## src/hw/pfcp_pkg.sv

```systemverilog
// Purpose: shared constants and types of the paged flash command port
// Assumes: byte-wide pins oversampled by the system clock
// Notes:   opcode values and address field positions of the command frame
package pfcp_pkg;

  localparam logic [7:0] OP_PAGE_READ  = 8'h52;
  localparam logic [7:0] OP_XFER_B1    = 8'h53;
  localparam logic [7:0] OP_BUF1_READ  = 8'h54;
  localparam logic [7:0] OP_XFER_B2    = 8'h55;
  localparam logic [7:0] OP_BUF2_READ  = 8'h56;
  localparam logic [7:0] OP_CMP_B1     = 8'h60;
  localparam logic [7:0] OP_CMP_B2     = 8'h61;
  localparam logic [7:0] OP_BUF1_WRITE = 8'h84;
  localparam logic [7:0] OP_BUF2_WRITE = 8'h87;
  localparam logic [7:0] OP_PROG_B1    = 8'h83;
  localparam logic [7:0] OP_PROG_B2    = 8'h86;
  localparam logic [7:0] OP_MMPROG_B1  = 8'h82;
  localparam logic [7:0] OP_MMPROG_B2  = 8'h85;
  localparam logic [7:0] OP_STATUS     = 8'h57;

  // page address field positions in bytes two and three
  localparam int PA_HI_LSB   = 0;
  localparam int PA_HI_W     = 5;
  localparam int PA_LO_LSB   = 5;
  localparam int PA_LO_W     = 3;
  localparam int PA_BOT_LSB  = 1;
  localparam int PA_BOT_W    = 4;
  localparam int ADDR_BYTES  = 3;

  localparam logic CLK_POL_RESET  = 1'b1;
  localparam int   BUSY_CYCLES    = 8;
  localparam int   SYNC_STAGES    = 2;

  typedef enum logic [2:0]
  {
    PFCP_IDLE = 3'b000,
    PFCP_OPC  = 3'b001,
    PFCP_ADDR = 3'b010,
    PFCP_DATA = 3'b011,
    PFCP_STAT = 3'b100,
    PFCP_WAIT = 3'b101
  } pfcp_state_t;

  typedef enum logic [3:0]
  {
    PFCP_C_NONE   = 4'h0,
    PFCP_C_PREAD  = 4'h1,
    PFCP_C_BREAD  = 4'h2,
    PFCP_C_XFER   = 4'h3,
    PFCP_C_CMP    = 4'h4,
    PFCP_C_BWRITE = 4'h5,
    PFCP_C_PROG   = 4'h6,
    PFCP_C_MMPROG = 4'h7,
    PFCP_C_STATUS = 4'h8
  } pfcp_cmd_t;

  typedef struct packed
  {
    pfcp_cmd_t   cmd;
    logic        buf_sel;
    logic [11:0] page_addr;
    logic [7:0]  byte2;
    logic [7:0]  byte3;
  } pfcp_frame_t;

endpackage

```

## src/hw/pfcp_port.sv

```systemverilog
// Purpose: command front end of a paged flash with a byte-wide port
// Assumes: host drives cs_n, link clock and data; all pins oversampled
// Notes:   decodes opcode and address bytes, reports busy, one byte per link clock cycle
//
// Functional notes
// - accepts commands with either idle clock level
// - bytes captured on rising link clock edge
// - one full byte per link clock cycle
// - opcode first, then address bytes
// - status read needs opcode only
// - page read opcode carries split page address
// - buffer read/write opcodes ignore page bits
// - transfer and compare opcodes use page layout
// - buffer write and program sequences supported
// - polarity sampled at cs fall, reset idle-high
// - busy low during self-timed operations
`timescale 1ns/1ps
module pfcp_port
#(
  parameter int BUSY_XFER = 3000,
  parameter int BUSY_PROG = 175000
)
(
  input  wire logic               clock,
  input  wire logic               rst,
  input  wire logic               reset_n_pin,
  input  wire logic               cs_n,
  input  wire logic               link_clk,
  input  wire logic [7:0]         parallel_data_lines_i,
  output logic      [7:0]         parallel_data_lines_o,
  output logic                    parallel_data_lines_oe_n,
  output logic                    ready_busy_o,
  output logic                    ready_busy_oe_n,
  output logic                    clk_pol_idle_high,
  output logic                    cmd_valid,
  output pfcp_pkg::pfcp_frame_t   cmd_frame,
  output logic                    data_valid,
  output logic      [7:0]         data_byte,
  input  wire logic [7:0]         rd_byte,
  input  wire logic [7:0]         status_byte,
  output logic                    busy_buf_sel
);

  if (BUSY_XFER < 1 || BUSY_PROG < 1 || BUSY_XFER > 32'h0003FFFF || BUSY_PROG > 32'h0003FFFF)
  begin : g_bad_busy
    $error("busy counts must fit the 18-bit timer");
  end

  ////////////////////////////////////////////////////////////////////////
  // pin synchronisers
  logic [10:0] pins_s;
  pfcp_sync #(.WIDTH(11)) u_sync
  (
    .clock   (clock),
    .rst     (rst),
    .d       ({reset_n_pin, cs_n, link_clk, parallel_data_lines_i}),
    .rst_val ({1'b1, 1'b1, pfcp_pkg::CLK_POL_RESET, 8'h00}),
    .q       (pins_s)
  );

  wire       rstp_n_s = pins_s[10];
  wire       cs_n_s   = pins_s[9];
  wire       lclk_s   = pins_s[8];
  wire [7:0] din_s    = pins_s[7:0];

  ////////////////////////////////////////////////////////////////////////
  // edge detection
  logic cs_n_d_r;
  logic lclk_d_r;
  logic [7:0] din_d_r;
  always_ff @(posedge clock or posedge rst)
  begin
    if (rst)
    begin
      cs_n_d_r <= 1'b1;
      lclk_d_r <= pfcp_pkg::CLK_POL_RESET;
      din_d_r  <= 8'h00;
    end
    else
    begin
      cs_n_d_r <= cs_n_s;
      lclk_d_r <= lclk_s;
      din_d_r  <= din_s;
    end
  end

  wire cs_fall   = cs_n_d_r & ~cs_n_s;
  wire cs_rise   = ~cs_n_d_r & cs_n_s;
  // first rising edge after cs fall in idle-low mode is a real edge;
  // in idle-high mode the first fall then rise carries byte one
  wire lclk_rise = ~lclk_d_r & lclk_s & ~cs_n_s;
  wire lclk_fall = lclk_d_r & ~lclk_s & ~cs_n_s;
  wire soft_rst  = ~rstp_n_s;

  ////////////////////////////////////////////////////////////////////////
  // polarity mode
  logic pol_r;
  always_ff @(posedge clock or posedge rst)
  begin
    if (rst)
      pol_r <= pfcp_pkg::CLK_POL_RESET;
    else if (soft_rst)
      pol_r <= pfcp_pkg::CLK_POL_RESET;
    else if (cs_fall)
      pol_r <= lclk_s;
  end
  assign clk_pol_idle_high = pol_r;

  ////////////////////////////////////////////////////////////////////////
  // opcode decode
  wire [7:0] opc = din_d_r;
  pfcp_pkg::pfcp_cmd_t dec_cmd;
  wire dec_buf;
  assign dec_buf =
    (opc == pfcp_pkg::OP_BUF2_READ)  || (opc == pfcp_pkg::OP_XFER_B2) ||
    (opc == pfcp_pkg::OP_CMP_B2)     || (opc == pfcp_pkg::OP_BUF2_WRITE) ||
    (opc == pfcp_pkg::OP_PROG_B2)    || (opc == pfcp_pkg::OP_MMPROG_B2);
  assign dec_cmd =
    (opc == pfcp_pkg::OP_PAGE_READ)                                     ? pfcp_pkg::PFCP_C_PREAD :
    (opc == pfcp_pkg::OP_BUF1_READ  || opc == pfcp_pkg::OP_BUF2_READ)   ? pfcp_pkg::PFCP_C_BREAD :
    (opc == pfcp_pkg::OP_XFER_B1    || opc == pfcp_pkg::OP_XFER_B2)     ? pfcp_pkg::PFCP_C_XFER :
    (opc == pfcp_pkg::OP_CMP_B1     || opc == pfcp_pkg::OP_CMP_B2)      ? pfcp_pkg::PFCP_C_CMP :
    (opc == pfcp_pkg::OP_BUF1_WRITE || opc == pfcp_pkg::OP_BUF2_WRITE)  ? pfcp_pkg::PFCP_C_BWRITE :
    (opc == pfcp_pkg::OP_PROG_B1    || opc == pfcp_pkg::OP_PROG_B2)     ? pfcp_pkg::PFCP_C_PROG :
    (opc == pfcp_pkg::OP_MMPROG_B1  || opc == pfcp_pkg::OP_MMPROG_B2)   ? pfcp_pkg::PFCP_C_MMPROG :
    (opc == pfcp_pkg::OP_STATUS)                                        ? pfcp_pkg::PFCP_C_STATUS :
                                                                          pfcp_pkg::PFCP_C_NONE;

  ////////////////////////////////////////////////////////////////////////
  // frame sequencer
  pfcp_pkg::pfcp_state_t state_r;
  pfcp_pkg::pfcp_state_t state_nxt;
  pfcp_pkg::pfcp_frame_t frame_r;
  logic [1:0]  addr_cnt_r;
  logic        busy_r;
  logic        busy_buf_r;
  logic [17:0] busy_cnt_r;
  logic        cmd_valid_r;
  logic        data_valid_r;
  logic [7:0]  data_r;
  logic [7:0]  dout_r;
  logic        oe_r;

  wire byte_strobe = lclk_rise;
  wire last_addr   = (addr_cnt_r == 2'(pfcp_pkg::ADDR_BYTES - 1));
  wire reads_out   = (frame_r.cmd == pfcp_pkg::PFCP_C_PREAD) || (frame_r.cmd == pfcp_pkg::PFCP_C_BREAD);
  wire writes_in   = (frame_r.cmd == pfcp_pkg::PFCP_C_BWRITE) || (frame_r.cmd == pfcp_pkg::PFCP_C_MMPROG);
  wire self_timed  = (frame_r.cmd == pfcp_pkg::PFCP_C_XFER) || (frame_r.cmd == pfcp_pkg::PFCP_C_CMP) ||
                     (frame_r.cmd == pfcp_pkg::PFCP_C_PROG) || (frame_r.cmd == pfcp_pkg::PFCP_C_MMPROG);
  wire [17:0] busy_len = ((frame_r.cmd == pfcp_pkg::PFCP_C_XFER) || (frame_r.cmd == pfcp_pkg::PFCP_C_CMP))
                       ? 18'(BUSY_XFER) : 18'(BUSY_PROG);
  // array busy blocks every command except status and buffer read/write using the other buffer
  wire other_buf   = (frame_r.cmd == pfcp_pkg::PFCP_C_BREAD || frame_r.cmd == pfcp_pkg::PFCP_C_BWRITE) &&
                     (frame_r.buf_sel != busy_buf_r);
  wire blocked     = busy_r & ~other_buf & (frame_r.cmd != pfcp_pkg::PFCP_C_STATUS);
  wire launch      = cs_rise & (state_r == pfcp_pkg::PFCP_DATA || state_r == pfcp_pkg::PFCP_WAIT) &
                     self_timed & ~blocked;

  always_comb
  begin
    state_nxt = state_r;
    case (state_r)
      pfcp_pkg::PFCP_IDLE: if (cs_fall) state_nxt = pfcp_pkg::PFCP_OPC;
      pfcp_pkg::PFCP_OPC:
        if (byte_strobe)
          state_nxt = (dec_cmd == pfcp_pkg::PFCP_C_STATUS) ? pfcp_pkg::PFCP_STAT : pfcp_pkg::PFCP_ADDR;
      pfcp_pkg::PFCP_ADDR: if (byte_strobe && last_addr) state_nxt = pfcp_pkg::PFCP_DATA;
      pfcp_pkg::PFCP_DATA: state_nxt = state_r;
      pfcp_pkg::PFCP_STAT: state_nxt = state_r;
      pfcp_pkg::PFCP_WAIT: state_nxt = state_r;
      default:             state_nxt = pfcp_pkg::PFCP_IDLE;
    endcase
    if (cs_rise || soft_rst)
      state_nxt = pfcp_pkg::PFCP_IDLE;
  end

  always_ff @(posedge clock or posedge rst)
  begin
    if (rst)
      state_r <= pfcp_pkg::PFCP_IDLE;
    else
      state_r <= state_nxt;
  end

  always_ff @(posedge clock or posedge rst)
  begin
    if (rst)
    begin
      frame_r    <= '0;
      addr_cnt_r <= 2'h0;
    end
    else if (state_r == pfcp_pkg::PFCP_OPC && byte_strobe)
    begin
      frame_r.cmd     <= dec_cmd;
      frame_r.buf_sel <= dec_buf;
      addr_cnt_r      <= 2'h0;
    end
    else if (state_r == pfcp_pkg::PFCP_ADDR && byte_strobe)
    begin
      addr_cnt_r <= addr_cnt_r + 2'h1;
      if (addr_cnt_r == 2'h0)
      begin
        frame_r.byte2                    <= din_d_r;
        frame_r.page_addr[11:7]          <= din_d_r[pfcp_pkg::PA_HI_LSB +: pfcp_pkg::PA_HI_W];
      end
      else if (addr_cnt_r == 2'h1)
      begin
        frame_r.byte3                    <= din_d_r;
        frame_r.page_addr[6:4]           <= din_d_r[pfcp_pkg::PA_LO_LSB +: pfcp_pkg::PA_LO_W];
      end
      else
        frame_r.page_addr[3:0]           <= frame_r.byte3[pfcp_pkg::PA_BOT_LSB +: pfcp_pkg::PA_BOT_W];
    end
  end

  always_ff @(posedge clock or posedge rst)
  begin
    if (rst)
    begin
      cmd_valid_r  <= 1'b0;
      data_valid_r <= 1'b0;
      data_r       <= 8'h00;
    end
    else
    begin
      cmd_valid_r  <= (state_r == pfcp_pkg::PFCP_ADDR) & byte_strobe & last_addr & ~blocked;
      data_valid_r <= (state_r == pfcp_pkg::PFCP_DATA) & byte_strobe & writes_in & ~blocked;
      if ((state_r == pfcp_pkg::PFCP_DATA) & byte_strobe)
        data_r <= din_d_r;
    end
  end

  ////////////////////////////////////////////////////////////////////////
  // output drive, changes on the falling link edge
  always_ff @(posedge clock or posedge rst)
  begin
    if (rst)
    begin
      dout_r <= 8'h00;
      oe_r   <= 1'b0;
    end
    else if (soft_rst || cs_n_s)
    begin
      dout_r <= 8'h00;
      oe_r   <= 1'b0;
    end
    else if (lclk_fall && state_r == pfcp_pkg::PFCP_STAT)
    begin
      dout_r <= status_byte;
      oe_r   <= 1'b1;
    end
    else if (lclk_fall && state_r == pfcp_pkg::PFCP_DATA && reads_out && !blocked)
    begin
      dout_r <= rd_byte;
      oe_r   <= 1'b1;
    end
  end

  ////////////////////////////////////////////////////////////////////////
  // busy timer
  always_ff @(posedge clock or posedge rst)
  begin
    if (rst)
    begin
      busy_r     <= 1'b0;
      busy_buf_r <= 1'b0;
      busy_cnt_r <= 18'h00000;
    end
    else if (soft_rst)
    begin
      busy_r     <= 1'b0;
      busy_cnt_r <= 18'h00000;
    end
    else if (launch)
    begin
      busy_r     <= 1'b1;
      busy_buf_r <= frame_r.buf_sel;
      busy_cnt_r <= busy_len;
    end
    else if (busy_r)
    begin
      busy_cnt_r <= busy_cnt_r - 18'h00001;
      if (busy_cnt_r == 18'h00001)
        busy_r <= 1'b0;
    end
  end

  assign parallel_data_lines_o    = dout_r;
  assign parallel_data_lines_oe_n = ~oe_r;
  assign ready_busy_o             = 1'b0;
  assign ready_busy_oe_n          = ~busy_r;
  assign cmd_valid                = cmd_valid_r;
  assign cmd_frame                = frame_r;
  assign data_valid               = data_valid_r;
  assign data_byte                = data_r;
  assign busy_buf_sel             = busy_buf_r;

endmodule // pfcp_port

```

## src/hw/pfcp_sync.sv

```systemverilog
// Purpose: two-stage synchroniser for pin inputs
// Assumes: inputs asynchronous to clock
// Notes:   first stage read only by the second
`timescale 1ns/1ps
module pfcp_sync
#(
  parameter int WIDTH = 1
)
(
  input  wire logic             clock,
  input  wire logic             rst,
  input  wire logic [WIDTH-1:0] d,
  input  wire logic [WIDTH-1:0] rst_val,
  output logic      [WIDTH-1:0] q
);

  logic [WIDTH-1:0] meta_r;
  logic [WIDTH-1:0] q_r;

  if (WIDTH < 1)
  begin : g_bad_width
    $error("pfcp_sync width must be positive");
  end

  always_ff @(posedge clock or posedge rst)
  begin
    if (rst)
    begin
      meta_r <= '0;
      q_r    <= '0;
    end
    else
    begin
      meta_r <= d;
      q_r    <= meta_r;
    end
  end

  // idle value shown until the second stage holds a real sample
  logic [1:0] seen_r;
  always_ff @(posedge clock or posedge rst)
  begin
    if (rst)
      seen_r <= 2'b00;
    else
      seen_r <= {seen_r[0], 1'b1};
  end

  assign q = seen_r[1] ? q_r : rst_val;

endmodule // pfcp_sync

```

## config.mk

```make
export PLATFORM = sky130hd
export DESIGN_NAME = pfcp_port
export DESIGN_NICKNAME = d
export VERILOG_FILES = /design/src/hw/pfcp_pkg.sv /design/src/hw/pfcp_port.sv /design/src/hw/pfcp_sync.sv
export SDC_FILE = /design/constraint.sdc
export NUM_CORES = 1
export LEC_CHECK = 0
export BUFFER_PORTS_ARGS = -buffer_cell sky130_fd_sc_hd__buf_2
export CORE_ASPECT_RATIO = 0.75
export CORE_MARGIN = 4
export CORE_UTILIZATION = 45
export DETAILED_ROUTE_END_ITERATION = 8
export PLACE_DENSITY = 0.75
export SLEW_MARGIN = 20
export SYNTH_ARGS = -nofsm -noshare
export SYNTH_HDL_FRONTEND = slang
export SYNTH_HIERARCHICAL = 1
export SYNTH_SLANG_ARGS = --single-unit
```

## constraint.sdc

```tcl
create_clock -name clock -period 2.23 [get_ports clock]
set_input_delay 0.3345 -clock clock [delete_from_list [all_inputs] [get_ports clock]]
set_output_delay 0.3345 -clock clock [all_outputs]
set_load 0.005 [all_outputs]
```

==> results.md, run 1 <==
- H-tree depth: 3
- Vias in the first global route: 3242
- Leakage: between 2 and 3 nW
- Final weighted congestion in routability-driven placement: between 0.8 and 0.9
- Slew at the pin with the worst max-slew slack: approximately 800 ps
- Total of warnings raised by yosys: 6
- Reg-to-Reg End: cmd_frame[18]
- Run status: finished, final reports clean
- Post-synth cell types: 54
- Fraction of final layout cells sized beyond drive strength 1: 0.3557
- TritonCTS clock tree: done
- Die Wd: around 120 microns
- # nets final: 521
- Most instantiated flip-flop cell in the synthesis netlist: sky130_fd_sc_hd__dfrtp_1
- Post-route cell area: 5534 sq um
- Number of failing setup endpoints in the final timing report: 0
- Yosys reg bits: 104
- Largest incremental delay on the critical path: ~420 ps
- Count of boundary I/O pins: 85
- Area of the core region: slightly below 10000 sq um
- Total number of vias: about 3200
- Clock latency on the worst-skew pair: 350 ps
- Critical Path Source: u_sync/seen_r[1]
- Final worst-path cycle share: 0.9681
- Count of cells along the worst register-to-register path: 6
- Drt first pass iters: 4
- Critical path cell sequence: mux2_4, nor4b_1, nand3b_1, nor3_2, buf_4, mux2_2
- FP Rows: 31
- Die boundary height: around 95 microns
- Crit end category: flop
- Number of max-slew violations in the final report: 0
- Largest fanout on the critical path: 8
- Area share of the largest cell type after synthesis: 0.5524
- Dominant cells by area after synthesis: sky130_fd_sc_hd__dfrtp_1 (55%), sky130_fd_sc_hd__mux2_2 (7.4%), sky130_fd_sc_hd__mux2_4 (3.3%)
- Library cell used as clock root buffer: sky130_fd_sc_hd__clkbuf_16
- Syn Area/Cell: between 10 and 15 sq um
- Final Hold Violating Endpoints: 0
- Overall overflow remaining after global route: 0
- Critical register-to-register path startpoint: u_sync/seen_r[1]
- EDFF count, synth: 0
- Proportion of synthesized chip area in sequential cells: 0.5696
- Slew Limit Headroom: 0.4502
- Total placed instance area: 5186 sq um
- Gr usage total: 0.1686
- Clock Skew: approximately 6.4 ps
- Leading cell types in the layout, fill and taps excluded: sky130_fd_sc_hd__dfrtp_1 (101), sky130_fd_sc_hd__buf_2 (83), sky130_fd_sc_hd__mux2_2 (30), sky130_fd_sc_hd__nand2_1 (30), sky130_fd_sc_hd__nor2_1 (29)
- Full die area: ~12000 sq um
- Overall routed net length: 9.102 mm
- Clock Pin Slew Worst Setup and Hold Paths: approximately 70 ps
- Initial cell density of the core: 0.4681
- Tightest Hold Check Type: in2async
- Filler cell count: between 800 and 900
- Post-DR wirelength/cell: ~15 microns
- Post-route minimum period: ~2200 ps
- Worst IR drop on VDD: approximately 0.50 mV
- Worst path required time: about 2500 ps
- Number of standard cells in the final layout excluding fillers: 624
- Count of unresolved DRC violations after routing: 0
- Register-to-Register Setup Slack: between 70 and 80 ps
- Netlist area before placement: about 4600 sq um
- Pin count of the biggest net entering global routing: 53
- Path type of the worst setup path: reg2reg
- Achievable clock frequency: 0.4632 GHz
- Number of nets still failing antenna checks after routing: 0
- Power per cell area: roughly 740 nW/um^2
- Post-DP HPWL: around 6.7 mm
- Violation count after the first detailed-routing iteration: 231
- Buffers on Ports: 83
- Data arrival at the endpoint of the critical path: around 2400 ps
- Cell with the largest stage delay on the worst path: sky130_fd_sc_hd__dfrtp_1
- Gate Count Post-Synth: between 300 and 400
- Kind of launch point of the worst setup path: flop
- Number of antenna violations at the first check in global routing: 0
- Final antenna diode count: 0
- First-pass GRT wire length: roughly 16 mm
- Number of buffers between clock root and the deepest sink: 2
- Share of synthesized flip-flops with an asynchronous set or reset: 1.000
- Placed cells: 607
- Area growth, synth to finish: 20.95%
- Max Cap Violations: 0
- Most common library cell in the layout ignoring fill and taps: sky130_fd_sc_hd__dfrtp_1
- Number of CTS-inserted buffers: 9
- Biggest area consumer among synthesized cells: sky130_fd_sc_hd__dfrtp_1
- Ratio of routed vias to standard cells: between 5 and 6
- Number of clock sinks seen by CTS: roughly 100
==> metal layers <==
layer	part of all wire	vias to the layer above	global-route usage
li1	-	1530	-
met1	0.47	1551	0.2244
met2	0.47	65	0.2626
met3	0.056	9	0.06047
met4	0.011	0	0.05018
met5	0	-	0
==> how the worst max path moves through the flow <==
| stage | to | depth (start not counted) | slack, ps |
|---|---|---|---|
| global route | cmd_frame[19] | 6 | -30 |
| floorplan | cmd_frame[30] | 7 | 80 |
| CTS | cmd_frame[1] | 6 | 70 |
| detailed placement | cmd_frame[4] | 6 | 90 |
| global placement | cmd_frame[17] | 6 | 120 |
| finish | cmd_frame[18] | 6 | 70 |
==> power by group <==
part | total, mW | switching [mW] | internal, mW
Combinational | 0.398 | 0.223 | 0.175
Clock | 1.70 | 0.701 | 0.996
Sequential | 2.03 | 0.0637 | 1.96
==> synth_stat cells, drive strengths merged (6+ instances only) <==
cell type / instances
mux2: 40
xnor2: 8
or4: 6
buf: 16
inv: 13
a31oi: 6
nor2: 29
xor2: 9
dfrtp: 101
a21oi: 13
clkbuf: 8
mux2i: 9
nor3: 16
o21ai: 20
nand2: 32
==> area by class of cell <==
type / count / area (sq um) / share of cell area
sequential: 104 / 2606 / 0.4709
multi-input combinational: 257 / 1822 / 0.3292
timing repair buffer: 102 / 558.0 / 0.1008
clock buffer: 9 / 225.2 / 0.04070
tap: 132 / 165.2 / 0.02984
clock inverter: 7 / 105.1 / 0.01899
inverter: 13 / 52.55 / 0.009496
==> flip-flops by register name, summed over array words and instances (netlist names), 2 cells and up <==
signal,count
parallel_data_lines_o,8
cmd_frame,25
busy_cnt_r,18
state_r,3
u_sync/meta_r,11
u_sync/seen_r,2
din_d_r,8
addr_cnt_r,2
data_byte,8
u_sync/q_r,11
==> per-stage QoR <==
stage	utilization	worst slack (ps)	TNS, ps	hold slack [ps]	total power [mW]
final	0.5662	71.23	0	90.20	4.123
after global routing	0.5662	-30.68	-137.6	68.91	4.331
after CTS	0.5644	73.20	0	79.54	4.159
after detailed placement	0.5306	91.90	0	334.7	2.453
after global placement	0.5306	120.7	0	332.4	2.433
after floorplan	-	75.66	0	331.2	2.306
==> critical path, delay by kind of cell (launching register included) <==
kind	cells	cell delay, ps
flops	1	420
mux	2	680
simple gates	3	760
buf+inv	1	170
==> repair_timing <==
action	4_1_cts	5_1_grt
endpoints found under the setup margin	0	20
hold buffers	0	0
buffers inserted	0	1
hold endpoints to repair	0	0
resized for setup	0	3
==> kinds of logic after synthesis <==
logic type | synth area share
and+or+nand+nor | 0.1337
DFF | 0.5696
AOI/OAI and AO/OA | 0.07794
muxes | 0.1263
buffers and inverters | 0.04375
xor gates and xnor gates | 0.03254
adders and majority gates | 0.01367
other | 0.002461
Power figures use the tool's default switching activity.
==> inputs of run 2 (changes only) <==
MAX_ROUTING_LAYER = met4   (was not set)
==> run 2 against run 1 <==
Compared with the run above:
- global-route usage rose by 0.57 points
- design area did not move
- first-iteration DRC count fell by 19%
- total power barely moved
==> results.md, run 2 (same netlist as run 1, synthesis figures left out) <==
- Run status: finished, final reports clean
- Kind of launch point of the worst setup path: flop
- Leading cell types in the layout, fill and taps excluded: sky130_fd_sc_hd__dfrtp_1 (101), sky130_fd_sc_hd__buf_2 (83), sky130_fd_sc_hd__mux2_2 (30), sky130_fd_sc_hd__nand2_1 (30), sky130_fd_sc_hd__nor2_1 (29)
- Number of flip-flops under the largest register name: 25 (unchanged)
- Net switching power figure: 0.9899 mW (+0.19%)
- Filler cell count: 842 (unchanged)
- Buffers on Ports: 83 (unchanged)
- Most common library cell in the layout ignoring fill and taps: sky130_fd_sc_hd__dfrtp_1
- Final weighted congestion in routability-driven placement: 0.9003 (+1.7%)
- Final Hold Violating Endpoints: 0 (unchanged)
- Number of antenna violations at the first check in global routing: 0 (unchanged)
- Number of clock sinks seen by CTS: 104 (unchanged)
- Slew at the pin with the worst max-slew slack: 823.8 ps (unchanged)
- Number of max-slew violations in the final report: 0 (unchanged)
- Power per cell area: 745.3 nW/um^2 (about the same)
- Buffers & Inverters on Critical Path: 1 (unchanged)
- Die Wd: 124.4 microns (unchanged)
- Area of the core region: 9774 sq um (unchanged)
- Area of all sequential standard cells: 2606 sq um (unchanged)
- Overall routed net length: 9.110 mm (about the same)
- Largest incremental delay on the critical path: 420 ps (about the same)
- Number of buffers between clock root and the deepest sink: 2 (unchanged)
- Data arrival at the endpoint of the critical path: 2400 ps (about the same)
- Critical path cell sequence: mux2_4, nor4b_1, nand3b_1, nor3_2, buf_4, mux2_2
- Area occupied by multi-input gates: 1822 sq um (unchanged)
- Number of nets still failing antenna checks after routing: 0 (unchanged)
- Worst IR drop on VDD: 0.4987 mV (about the same)
- Clock Pin Slew Worst Setup and Hold Paths: 70 ps (about the same)
- Overall overflow remaining after global route: 0 (unchanged)
- Util after Layout: 0.5662 (unchanged)
- Library cell used as clock root buffer: sky130_fd_sc_hd__clkbuf_16
- Path type of the worst setup path: reg2reg
- Area growth, synth to finish: 20.95% (unchanged)
- Internal Pwr Total: 3.135 mW (about the same)
- Critical Path Source: u_sync/seen_r[1]
- Die boundary height: 95.33 microns (unchanged)
- Violation count after the first detailed-routing iteration: 187 (-19%)
- Clock network fraction of design power: 0.412 (about the same)
- Portion of total power attributed to sequential cells: 0.491 (about the same)
- Category of cells accounting for the largest share of critical-path delay: simple AND/OR/NAND/NOR gates
- Clock latency on the worst-skew pair: 350 ps (about the same)
- Achievable clock frequency: 0.4604 GHz (-0.61%)
- Post-route minimum period: 2172 ps (+13.22 ps)
- Count of boundary I/O pins: 85 (unchanged)
- Total number of vias: 3165 (+0.32%)
- Final antenna diode count: 0 (unchanged)
- Gr usage total: 0.1743 (+0.005737)
- Number of CTS-inserted buffers: 9 (unchanged)
- Fraction of final layout cells sized beyond drive strength 1: 0.3557 (unchanged)
- Pin count of the biggest net entering global routing: 53 (unchanged)
- Post-DR wirelength/cell: 14.60 microns (about the same)
- CTS hold repair buffers: 0 (unchanged)
- Count of unresolved DRC violations after routing: 0 (unchanged)
- Cell with the largest stage delay on the worst path: sky130_fd_sc_hd__dfrtp_1
- First-pass GRT wire length: 15.94 mm (+0.22%)
- Number of failing setup endpoints in the final timing report: 0 (unchanged)
- # nets final: 521 (unchanged)
- Critical register-to-register path startpoint: u_sync/seen_r[1]
- Tightest Hold Check Type: in2async
- Logic gate share of total power: 0.097 (about the same)
- Post-route cell area: 5534 sq um (unchanged)
- FP Rows: 31 (unchanged)
- Vias in the first global route: 3235 (-0.22%)
- Full die area: 11860 sq um (unchanged)
- TritonCTS clock tree: done
- Worst path required time: 2460 ps (about the same)
- Total placed instance area: 5186 sq um (unchanged)
- Post-DP HPWL: 6.745 mm (unchanged)
- Initial cell density of the core: 0.4681 (unchanged)
- Slew Limit Headroom: 0.4502 (unchanged)
- Clock Skew: 6.448 ps (+0.03786 ps)
- Leakage: 2.856 nW (unchanged)
- Final worst-path cycle share: 0.9740 (+0.005927)
- Drt first pass iters: 4 (unchanged)
- Max Cap Violations: 0 (unchanged)
- Ratio of routed vias to standard cells: 5.072 (+0.32%)
- Crit end category: flop
- Fraction of power spent switching nets: 0.2400 (+0.0003559)
- H-tree depth: 3 (unchanged)
- Largest fanout on the critical path: 8 (unchanged)
run 2: power groups by stage:
stage	clock network (mW)	logic, mW	registers, mW
2_1_floorplan	0	0.270	2.04
3_3_place_gp	0	0.376	2.06
3_5_place_dp	0	0.390	2.06
4_1_cts	1.74	0.392	2.03
5_1_grt	1.84	0.453	2.04
6_report	1.70	0.400	2.03
run 2: timing repair:
| item | CTS | global route |
|---|---|---|
| setup endpoints to repair | 0 | 20 |
| resized for setup | 0 | 3 |
| setup buffers | 0 | 1 |
| endpoints found under the hold margin | 0 | 0 |
run 2: worst reg2reg max path, stage by stage, from the launching register on:
cell	delay (ps)
sky130_fd_sc_hd__dfrtp_1	420
sky130_fd_sc_hd__mux2_4	370
sky130_fd_sc_hd__nor4b_1	280
sky130_fd_sc_hd__nand3b_1	280
sky130_fd_sc_hd__nor3_2	210
sky130_fd_sc_hd__buf_4	170
sky130_fd_sc_hd__mux2_2	320
run 2: worst paths after layout:
check,endpoint,slack [ps],cells after the start
worst max register to register,cmd_frame[18],60,6
min in group clock,u_sync/meta_r[2],90,1
max in group asynchronous,u_sync/meta_r[6],1540,2
worst max-delay path,cmd_frame[18],60,6
worst min-delay path,data_byte[2],90,3
worst min register to register,u_sync/q_r[0],350,0
run 2: metrics by stage:
step	total power [mW]	setup WS, ps	hold slack, ps	setup TNS, ps	cells
after global placement	2.433	120.7	332.4	0	607
after CTS	4.159	73.20	79.54	0	623
final	4.124	58.01	89.32	0	624
after floorplan	2.306	75.66	331.2	0	398
after detailed placement	2.453	91.90	334.7	0	607
after global routing	4.334	-30.60	67.07	-136.7	624
run 2: layout make-up:
type	instances	share of cell area
repair buffers	102	0.1008
inverters	13	0.009496
clock inverters	7	0.01899
clock buffers	9	0.04070
flip-flops and latches	104	0.4709
multi-input cells	257	0.3292
well taps	132	0.02984
run 2: metal layers:
layer / global-route usage / wire length [microns] / vias up
met5: - / 0 / -
met4: 0.04745 / 107 / 0
met3: 0.06327 / 524 / 11
met2: 0.2617 / 4227 / 70
met1: 0.2262 / 4250 / 1553
li1: - / - / 1531
